--- src/rtl/cal_pkg.sv ---
package cal_pkg;

   // Bus geometry
   localparam int ADDR_W  = 16;
   localparam int DATA_W  = 32;
   localparam int STRB_W  = 4;
   localparam int FIELD_W = 15;
   localparam int RES_W   = 16;
   localparam int CAL_N   = 5;

   // Register byte addresses
   localparam logic [15:0] LOCK_OFF     = 16'h2230;
   localparam logic [15:0] HS_OFS_OFF   = 16'h2234;
   localparam logic [15:0] AUX_GAIN_OFF = 16'h2240;
   localparam logic [15:0] AUX_OFS_OFF  = 16'h2244;
   localparam logic [15:0] HS_GAIN_OFF  = 16'h2284;
   localparam logic [15:0] LP_GAIN_OFF  = 16'h228C;
   localparam logic [15:0] RESULT_OFF   = 16'h2300;

   // Slots of the calibration word array
   localparam int IX_LP_GAIN  = 0;
   localparam int IX_HS_GAIN  = 1;
   localparam int IX_AUX_GAIN = 2;
   localparam int IX_HS_OFS   = 3;
   localparam int IX_AUX_OFS  = 4;

   // Key and reset values
   localparam logic [31:0] UNLOCK_KEY  = 32'hDE87_A5AF;
   localparam logic [31:0] LOCK_RST    = 32'h0000_0000;
   localparam logic [14:0] GAIN_UNITY  = 15'h4000;
   localparam logic [14:0] GAIN_HALF   = 15'h2000;
   localparam logic [14:0] GAIN_MAX    = 15'h7FFF;
   localparam logic [14:0] GAIN_ZERO   = 15'h0000;
   localparam logic [14:0] OFS_ZERO    = 15'h0000;
   localparam logic [14:0] OFS_ONE_LSB = 15'h0004;
   localparam logic [14:0] OFS_NEG_QTR = 15'h7FFF;
   localparam logic [15:0] RES_MAX     = 16'hFFFF;
   localparam logic [15:0] RES_MIN     = 16'h0000;
   localparam logic [15:0] RES_ONE     = 16'h0001;

   // Arithmetic layout: 14 fraction bits of gain, 2 quarter bits
   localparam int SUM_W      = 21;
   localparam int PROD_W     = 37;
   localparam int GAIN_SHIFT = 16;
   localparam int OVF_LO     = 32;

   localparam logic [15:0] CAL_OFF [CAL_N] = '{LP_GAIN_OFF, HS_GAIN_OFF,
      AUX_GAIN_OFF, HS_OFS_OFF, AUX_OFS_OFF};
   localparam logic [14:0] CAL_RST [CAL_N] = '{GAIN_UNITY, GAIN_UNITY,
      GAIN_UNITY, OFS_ZERO, OFS_ZERO};

   localparam logic [1:0] RESP_OKAY   = 2'h0;
   localparam logic [1:0] RESP_SLVERR = 2'h2;

   typedef enum logic [1:0] {
      CH_LP  = 2'h0,
      CH_HS  = 2'h1,
      CH_AUX = 2'h2
   } cal_chan_t;

   typedef enum logic [1:0] {
      WR_IDLE = 2'h1,
      WR_RESP = 2'h2
   } cal_wr_state_t;

   typedef struct packed {
      logic             valid;
      cal_chan_t        chan;
      logic [RES_W-1:0] data;
   } cal_sample_t;

endpackage : cal_pkg

--- src/rtl/cal_adc_correct.sv ---
// Our own choice: the AXI4-Lite slave port.
`timescale 1ns/100ps
module cal_adc_correct
   import cal_pkg::*;
(
   input  wire logic              clock,
   input  wire logic              arst_n,
   input  wire logic              ce,
   input  wire logic [ADDR_W-1:0] awaddr,
   input  wire logic              awvalid,
   output logic                   awready,
   input  wire logic [DATA_W-1:0] wdata,
   input  wire logic [STRB_W-1:0] wstrb,
   input  wire logic              wvalid,
   output logic                   wready,
   output logic [1:0]             bresp,
   output logic                   bvalid,
   input  wire logic              bready,
   input  wire logic [ADDR_W-1:0] araddr,
   input  wire logic              arvalid,
   output logic                   arready,
   output logic [DATA_W-1:0]      rdata,
   output logic [1:0]             rresp,
   output logic                   rvalid,
   input  wire logic              rready,
   input  wire cal_sample_t       sample_in,
   output cal_sample_t            result_out
);

   // Word address match, byte offset bits ignored
   function automatic logic hit(
      input logic [ADDR_W-1:0] a,
      input logic [ADDR_W-1:0] off
   );
      return a[ADDR_W-1:2] == off[ADDR_W-1:2];
   endfunction : hit

   // Byte-lane merge of a write into a stored word
   function automatic logic [DATA_W-1:0] merge(
      input logic [DATA_W-1:0] old,
      input logic [DATA_W-1:0] nw,
      input logic [STRB_W-1:0] strb
   );
      logic [DATA_W-1:0] m;
      m = old;
      for (int i = 0; i < STRB_W; i++) begin
         if (strb[i]) begin
            m[i*8 +: 8] = nw[i*8 +: 8];
         end
      end
      return m;
   endfunction : merge

   // Per-channel word selection
   function automatic logic [FIELD_W-1:0] pick(
      input cal_chan_t          ch,
      input logic [FIELD_W-1:0] lp,
      input logic [FIELD_W-1:0] hs,
      input logic [FIELD_W-1:0] aux
   );
      case (ch)
         CH_LP:   return lp;
         CH_HS:   return hs;
         CH_AUX:  return aux;
         default: return lp;
      endcase
   endfunction : pick

   logic [DATA_W-1:0]  lock_reg;
   logic [FIELD_W-1:0] cal_reg [CAL_N];
   logic               awready_reg;
   logic               wready_reg;
   logic               bvalid_reg;
   logic [1:0]         bresp_reg;
   logic               arready_reg;
   logic               rvalid_reg;
   logic [1:0]         rresp_reg;
   logic [DATA_W-1:0]  rdata_reg;
   logic [ADDR_W-1:0]  waddr_reg;
   logic [DATA_W-1:0]  wdata_reg;
   logic [STRB_W-1:0]  wstrb_reg;
   cal_wr_state_t      wstate_reg;
   cal_wr_state_t      wstate_next;
   cal_sample_t        result_reg;

   wire logic               aw_take;
   wire logic               w_take;
   wire logic               b_done;
   wire logic               ar_take;
   wire logic               r_done;
   wire logic               wr_fire;
   wire logic               unlocked;
   wire logic               lock_we;
   wire logic [CAL_N-1:0]   cal_we;
   wire logic [CAL_N-1:0]   wr_cal_hit;
   wire logic [CAL_N-1:0]   rd_cal_hit;
   wire logic [DATA_W-1:0]  rd_acc [CAL_N+1];
   wire logic               wr_known;
   wire logic               rd_known;
   wire logic [DATA_W-1:0]  rd_word;

   // Channel handshakes
   assign aw_take = awvalid && awready_reg;
   assign w_take  = wvalid && wready_reg;
   assign b_done  = bvalid_reg && bready;
   assign ar_take = arvalid && arready_reg;
   assign r_done  = rvalid_reg && rready;

   // Write fires once both address and data are held
   assign wr_fire = !awready_reg && !wready_reg && (wstate_reg == WR_IDLE);
   assign unlocked = (lock_reg == UNLOCK_KEY);
   assign lock_we  = wr_fire && hit(waddr_reg, LOCK_OFF);
   assign wr_known = lock_we || (|wr_cal_hit);
   assign rd_known = hit(araddr, LOCK_OFF) || hit(araddr, RESULT_OFF)
                     || (|rd_cal_hit);

   // Calibration words, one slot per register
   assign rd_acc[0] = 32'h0000_0000;
   for (genvar g = 0; g < CAL_N; g++) begin : g_cal
      wire logic [DATA_W-1:0] merged;
      assign merged = merge({{(DATA_W-FIELD_W){1'b0}}, cal_reg[g]},
                            wdata_reg, wstrb_reg);
      assign wr_cal_hit[g] = wr_fire && hit(waddr_reg, CAL_OFF[g]);
      assign cal_we[g]     = wr_cal_hit[g] && unlocked;
      assign rd_cal_hit[g] = hit(araddr, CAL_OFF[g]);
      // Upper bits never stored, so they read zero
      assign rd_acc[g+1]   = rd_acc[g] | (rd_cal_hit[g] ?
         {{(DATA_W-FIELD_W){1'b0}}, cal_reg[g]} : 32'h0000_0000);
      // Storage, reset to unity gain or zero offset
      always_ff @(posedge clock or negedge arst_n) begin
         if (!arst_n) begin
            cal_reg[g] <= CAL_RST[g];
         end else if (ce && cal_we[g]) begin
            cal_reg[g] <= merged[FIELD_W-1:0];
         end
      end
   end

   // Read word assembly
   assign rd_word = rd_acc[CAL_N]
      | (hit(araddr, LOCK_OFF) ? lock_reg : 32'h0000_0000)
      | (hit(araddr, RESULT_OFF) ?
         {{(DATA_W-RES_W){1'b0}}, result_reg.data} : 32'h0000_0000);

   // Password register
   always_ff @(posedge clock or negedge arst_n) begin
      if (!arst_n) begin
         lock_reg <= LOCK_RST;
      end else if (ce && lock_we) begin
         lock_reg <= merge(lock_reg, wdata_reg, wstrb_reg);
      end
   end

   // Write address channel
   always_ff @(posedge clock or negedge arst_n) begin
      if (!arst_n) begin
         awready_reg <= 1'b1;
         waddr_reg   <= 16'h0000;
      end else if (ce) begin
         if (aw_take) begin
            awready_reg <= 1'b0;
            waddr_reg   <= awaddr;
         end else if (b_done) begin
            awready_reg <= 1'b1;
         end
      end
   end

   // Write data channel
   always_ff @(posedge clock or negedge arst_n) begin
      if (!arst_n) begin
         wready_reg <= 1'b1;
         wdata_reg  <= 32'h0000_0000;
         wstrb_reg  <= 4'h0;
      end else if (ce) begin
         if (w_take) begin
            wready_reg <= 1'b0;
            wdata_reg  <= wdata;
            wstrb_reg  <= wstrb;
         end else if (b_done) begin
            wready_reg <= 1'b1;
         end
      end
   end

   // Write response state
   always_comb begin
      wstate_next = wstate_reg;
      case (wstate_reg)
         WR_IDLE: begin
            if (wr_fire) begin
               wstate_next = WR_RESP;
            end
         end
         WR_RESP: begin
            if (b_done) begin
               wstate_next = WR_IDLE;
            end
         end
         default: begin
            wstate_next = WR_IDLE;
         end
      endcase
   end

   always_ff @(posedge clock or negedge arst_n) begin
      if (!arst_n) begin
         wstate_reg <= WR_IDLE;
      end else if (ce) begin
         wstate_reg <= wstate_next;
      end
   end

   // Write response; locked writes are dropped with OKAY
   always_ff @(posedge clock or negedge arst_n) begin
      if (!arst_n) begin
         bvalid_reg <= 1'b0;
         bresp_reg  <= RESP_OKAY;
      end else if (ce) begin
         if (wr_fire) begin
            bvalid_reg <= 1'b1;
            bresp_reg  <= wr_known ? RESP_OKAY : RESP_SLVERR;
         end else if (b_done) begin
            bvalid_reg <= 1'b0;
         end
      end
   end

   // Read channel, data captured with the address
   always_ff @(posedge clock or negedge arst_n) begin
      if (!arst_n) begin
         arready_reg <= 1'b1;
         rvalid_reg  <= 1'b0;
         rresp_reg   <= RESP_OKAY;
         rdata_reg   <= 32'h0000_0000;
      end else if (ce) begin
         if (ar_take) begin
            arready_reg <= 1'b0;
            rvalid_reg  <= 1'b1;
            rresp_reg   <= rd_known ? RESP_OKAY : RESP_SLVERR;
            rdata_reg   <= rd_word;
         end else if (r_done) begin
            arready_reg <= 1'b1;
            rvalid_reg  <= 1'b0;
         end
      end
   end

   // Correction datapath
   wire logic [FIELD_W-1:0]      gain_sel;
   wire logic [FIELD_W-1:0]      ofs_sel;
   wire logic signed [SUM_W-1:0] sum_q;
   wire logic signed [PROD_W-1:0] prod;
   wire logic [RES_W-1:0]        corr;

   assign gain_sel = pick(sample_in.chan, cal_reg[IX_LP_GAIN],
                          cal_reg[IX_HS_GAIN], cal_reg[IX_AUX_GAIN]);
   assign ofs_sel  = pick(sample_in.chan, OFS_ZERO,
                          cal_reg[IX_HS_OFS], cal_reg[IX_AUX_OFS]);
   // Raw in quarter steps plus signed offset
   assign sum_q = signed'({3'h0, sample_in.data, 2'h0})
                + signed'({{(SUM_W-FIELD_W){ofs_sel[FIELD_W-1]}},
                           ofs_sel});
   // Gain code over 0x4000, quarter bits dropped
   assign prod = PROD_W'(sum_q)
               * PROD_W'(signed'({1'b0, gain_sel}));
   // Zero gain, underflow and overflow clamps
   assign corr = (gain_sel == GAIN_ZERO) ? RES_MIN :
                 prod[PROD_W-1] ? RES_MIN :
                 (|prod[PROD_W-2:OVF_LO]) ? RES_MAX :
                 prod[OVF_LO-1:GAIN_SHIFT];

   // Result register
   always_ff @(posedge clock or negedge arst_n) begin
      if (!arst_n) begin
         result_reg <= '0;
      end else if (ce) begin
         result_reg.valid <= sample_in.valid;
         if (sample_in.valid) begin
            result_reg.chan <= sample_in.chan;
            result_reg.data <= corr;
         end
      end
   end

   // Outputs straight from flops
   assign awready    = awready_reg;
   assign wready     = wready_reg;
   assign bvalid     = bvalid_reg;
   assign bresp      = bresp_reg;
   assign arready    = arready_reg;
   assign rvalid     = rvalid_reg;
   assign rresp      = rresp_reg;
   assign rdata      = rdata_reg;
   assign result_out = result_reg;
endmodule : cal_adc_correct

--- config.mk ---
export PLATFORM = sky130hd
export DESIGN_NAME = cal_adc_correct
export DESIGN_NICKNAME = d
export VERILOG_FILES = /design/src/rtl/cal_pkg.sv /design/src/rtl/cal_adc_correct.sv
export SDC_FILE = /design/constraint.sdc
export NUM_CORES = 1
export LEC_CHECK = 0
export BUFFER_PORTS_ARGS = -buffer_cell sky130_fd_sc_hd__buf_2
export CAP_MARGIN = 20
export CORE_MARGIN = 1.5
export CORE_UTILIZATION = 60
export CTS_CLUSTER_SIZE = 12
export DETAILED_ROUTE_END_ITERATION = 12
export GPL_TIMING_DRIVEN = 0
export PLACE_DENSITY = 0.85
export SKIP_LAST_GASP = 1
export SYNTH_ARGS = -nofsm -noshare
export SYNTH_HDL_FRONTEND = slang
export SYNTH_SLANG_ARGS = --single-unit
--- constraint.sdc ---
create_clock -name clock -period 15.3 [get_ports clock]
set_input_delay 1.53 -clock clock [delete_from_list [all_inputs] [get_ports clock]]
set_output_delay 1.53 -clock clock [all_outputs]
set_load 0.005 [all_outputs]
# == After elaboration in Yosys (flattened, before gate mapping) ==
# Cells that the tools add are included.
# totals
reg_bits,221
output_inout_bits,60
wordCells,144
# op_classes
n_addsub,1
multipliers,1
eq_ne,20
muxes,26
bitwise,6
n_reduce_logical,61
# op_table
cell,count
"== test 14 x 12 -> 1 bit, second input constant",13
2-to-1 mux 15 bit,5
2-to-1 mux 16 bit,4
bitwise OR 15 bit,4
one-hot mux 15 bit (2 select lines),2
AND reduction 2 bit,23
multiplier 20 x 16 -> 36 bit,1
"== test 32 bit, second input constant",1
2-to-1 mux 32 bit,1
bitwise OR 15 x 32 -> 32 bit,1
bitwise OR 32 x 16 -> 32 bit,1
logical AND 1 bit,24
adder 19 x 15 -> 20 bit,1
logical NOT 15 bit,1
OR reduction 5 bit,2
2-to-1 mux 1 bit,9
2-to-1 mux 2 bit,4
nonzero test 2 bit,4
"== test 2 x 1 -> 1 bit, second input constant",2
"== test 2 bit, second input constant",2
"!= test 2 bit, second input constant",2
one-hot mux 2 bit (2 select lines),1
OR reduction 4 bit,1
logical OR 1 bit,3
2 further kinds,3

# == Depth between registers and ports, before layout ==
# logic_depth
ltp_word,8
mapped_depth,40
mapped_depth_nobuf,37

# == Least setup slack after synthesis ==
# Ideal clock, no wire load.
# synth_timing
path_kind,input -> register
startpoint,input port sample_in[16] (netlist name)
endpoint,"register result_reg, in the netlist result_out[11]"
arrival_time_ps,10671
slack_ps,4491
cell_stages,39
n_path_buf,6
path_cell_list,inv_1 ha_1 buf_4 clkbuf_1 clkbuf_1 a22oi_1 nor2_1 ha_1 a21o_1 a21oi_1 o21ai_0 a211o_1 a31oi_1 o21bai_1 xor2_1 clkbuf_1 nand2_1 fa_1 [3 not listed] a21o_1 o21ai_0 fa_1 inv_1 fa_1 inv_1 fa_1 inv_1 ha_1 a21o_1 o21bai_1 or3_1 a2111oi_0 nor2_1 mux2_2 buf_2 a2111oi_0 o21ai_0
# synth_via
elab_chain_cells,8
# synth_rtl
item,line_no,text
"start, declared",cal_adc_correct.sv:26,"input wire cal_sample_t sample_in,"
== test 2 bit or == test 2 x 1 -> 1 bit (tied branches),cal_adc_correct.sv:61,case (ch)
one-hot mux 15 bit (2 select lines),cal_adc_correct.sv:61,
adder 19 x 15 -> 20 bit,cal_adc_correct.sv:262,"+ signed'({{(SUM_W-FIELD_W){ofs_sel[FIELD_W-1]}},"
multiplier 20 x 16 -> 36 bit,cal_adc_correct.sv:266,"* PROD_W'(signed'({1'b0, gain_sel}));"
OR reduction 4 bit,cal_adc_correct.sv:270,(|prod[PROD_W-2:OVF_LO]) ? RES_MAX :
2-to-1 mux 16 bit,cal_adc_correct.sv:270,
2-to-1 mux 16 bit,cal_adc_correct.sv:269,prod[PROD_W-1] ? RES_MIN :
2-to-1 mux 16 bit (*),cal_adc_correct.sv:268,assign corr = (gain_sel == GAIN_ZERO) ? RES_MIN :
"end, declared",cal_adc_correct.sv:84,cal_sample_t result_reg;
# Mark *: on every way between the ends. The rest lies on a longest branch, timed or not.
# A chain may end at the register's enable or synchronous reset.

# == Worst setup path after layout ==
# layout_timing
startpoint,input port sample_in[16] (netlist name)
endpoint,"register result_reg, in the netlist result_out[9]"
# Same word-level chain as after synthesis.

==> impl_metrics.ini <==
[run_status]
outcome = completed

[layout]
layout_commonest_cell = inv_1
nets = 2876
layout-drive-gt1-share_pct = 16.2
stdcell_area_um2 = 23700
syn_to_final_growth_pct = 9.64
final_cell_mix = inv_1, fa_1, nand2_1
largest_reg_flops = 75

[global_routing]
grt_max_degree = 131
grtUsageTotal_pct = 35.9
grt_overflow = 0
grt_pass1_vias = 18200
antenna_found_initial = 1
grt_first_pass_wirelength_um = 102000

[sta]
fin_ws_ns = 2.40
drv_slew = 0
period_minus_slack_ns = 12.90
tightest_slew_ns = 1.20
slew-limit-headroom_pct = 19.6
grt_setup_unrepaired = no
hold_viol = 0
finalClockSkew_ns = 0.0269
setup_violations = 0
setup_tns_ns = 0
fmax_mhz = 77.5
fin_crit_sh_pct = 84.3

[routing]
drt-initial-drc-count = 1706
vias_per_cell = 6.04
vias = 17300
dr.pass1.iters = 6
wl_per_cell_um = 22.2
drc_errors = 0
antenna_left = 0
wirelength_um = 63500

[setup_path]
slowest_stage = xor2_1
critPathRequiredTime_ns = 15.65
crit_top_cell = fa_1
cp-end-kind = flip-flop
slowest_delay_ns = 0.79
r2r_slack_ns = 4.29
startpoint_type = input port
critPathKind = input port to flip-flop
worstPathMaxFanout = 10
cp_data_arrival_time_ns = 13.25

[synthesis]
yosys.area.top_type = fa_1
synth_top_family_by_area = adder cells
yosysUniqueCellTypes = 78
synth-xor-area-share_pct = 2.43
ys.flop_type = dfrtp_1
syn_area_per_cell_um2 = 9.83
synth_edf_count = 0
async_reset_ff_share_pct = 100
syn_area_um2 = 21700
synth.top_cell.area_share_pct = 26.9
ys_seq_area_share_pct = 25.1
yosys.area_share.simple_pct = 12.6
synth_compound_area_share_pct = 9.16
synthMuxAreaShare_pct = 9.61
syn_inst = 2203
synth.area.top_cells = fa_1, dfrtp_1, mux2_2
synth-seq-cells = 217
synthAdderAreaFrac_pct = 33.2
ys_warn_count = 0

[place]
portBuffers = 146
pre_cts_ws_ns = 2.13
dpl.hpwl_um = 51000
place_area_um2 = 23000
gp_congestion = 0.945

[clocking]
cts_tree = built
cts_buffers = 22
ctsHtreeMaxLevel = 1
clkTransAtPathRegs_ns = 0.06
worstSkewPairLatency_ns = 0.52
cts_buffer_depth = 3
root_buffer = clkbuf_16
post_cts_resized = 0
cts_hold_buffers = 0
cts_setup_buffers = 0
clock-sinks = 217

[power_and_ir_drop]
cellPowerDensity_nw_per_um2 = 76.6
combPwrFrac_pct = 28.9
seqPwrFrac_pct = 42.5
p_int_mw = 1.19
peakVddDrop_mv = 0.104
switching_share_pct = 34.8
p_switching_uw = 632
p_leak_nw = 12.0
clkPwrFrac_pct = 28.6

[min_path]
holdCritPathClass = flip-flop to flip-flop

[floorplanning]
die_area_um2 = 37200
rows = 69
initial_core_util_pct = 60.9
dieHeight_um = 193
core_um2 = 35600
fp.dieW_um = 193
io_pins = 155

[flow_run]
maxCapViolCount = 0
-- stage by stage --
step / hold WS [ns] / power [mW] / utilization [%] / cells
after floorplan: 0.463 / 1.08 / - / 2204
after global placement: 0.449 / 1.26 / 64.6 / 2811
after detailed placement: 0.454 / 1.29 / 64.8 / 2817
after CTS: 0.471 / 1.81 / 66.7 / 2857
after global routing: 0.485 / 1.90 / 66.8 / 2859
final: 0.469 / 1.82 / 66.8 / 2859
-- synth_stat cells (24+ instances only) --
| master | count |
|---|---|
| a22oi_1 | 28 |
| clkbuf_1 | 66 |
| nor2_1 | 178 |
| xor2_1 | 24 |
| xnor2_1 | 36 |
| mux2_2 | 166 |
| a21oi_1 | 69 |
| o21ai_0 | 47 |
| fa_1 | 291 |
| and2_1 | 29 |
| dfrtp_1 | 210 |
| inv_1 | 358 |
| ha_1 | 109 |
| a21o_1 | 27 |
| nand3_1 | 32 |
| nand2_1 | 278 |
-- final cells by class --
| cell class | count | area, um2 |
|---|---|---|
| fill | 2698 | 11800 |
| clock inverter | 2 | 46.3 |
| sequential | 217 | 5440 |
| clock buffer | 38 | 641 |
| inverter | 359 | 1350 |
| timing repair buffer | 153 | 818 |
| tap | 461 | 577 |
| buffer | 81 | 342 |
| multi-input combinational | 1547 | 14500 |
| antenna | 1 | 2.50 |
-- per-layer routing --
metal  track usage (%)  routed length, um
met5                 0                  0
met3              7.78               6250
met4              15.9               3320
met2              56.8              29100
met1              48.0              24900
-- worst paths after layout --
| check | from | to | cells after the start |
|---|---|---|---|
| hold / removal | rdata[25] | rdata[25] | 2 |
| max in group asynchronous | arst_n | cal_reg[14] | 2 |
| setup reg to reg | cal_reg[17] | result_out[9] | 34 |
| setup / recovery | sample_in[16] | result_out[9] | 39 |
| min in group asynchronous | arst_n | rdata[30] | 1 |
| hold reg to reg | rdata[25] | rdata[25] | 2 |
-- power by group through the flow --
stage / logic, mW / clock network, mW / registers [mW]
after CTS: 0.521 / 0.520 / 0.765
after floorplan: 0.347 / 0 / 0.729
after global placement: 0.498 / 0 / 0.763
final: 0.526 / 0.520 / 0.773
after detailed placement: 0.512 / 0 / 0.774
after global routing: 0.580 / 0.545 / 0.777
-- logic make-up (layout without fill, tap and decap cells) --
logic type      after synthesis  count (layout)
xor+xnor                     60              60
compound gates              286             286
mux                         187             187
flops                       217             217
other cells                   1               3
buf+inv                     440             633
fa+ha+maj                   401             401
simple gates                611             611
-- critical path, delay by kind of cell --
kind / cells / cell delay, ns
buffers and inverters: 10 / 1.83
XOR/XNOR: 1 / 0.79
adder cells (fa/ha/maj): 9 / 4.04
AO/OA/AOI/OAI: 13 / 3.44
AND/OR/NAND/NOR: 6 / 1.61
Power figures use the tool's default switching activity.
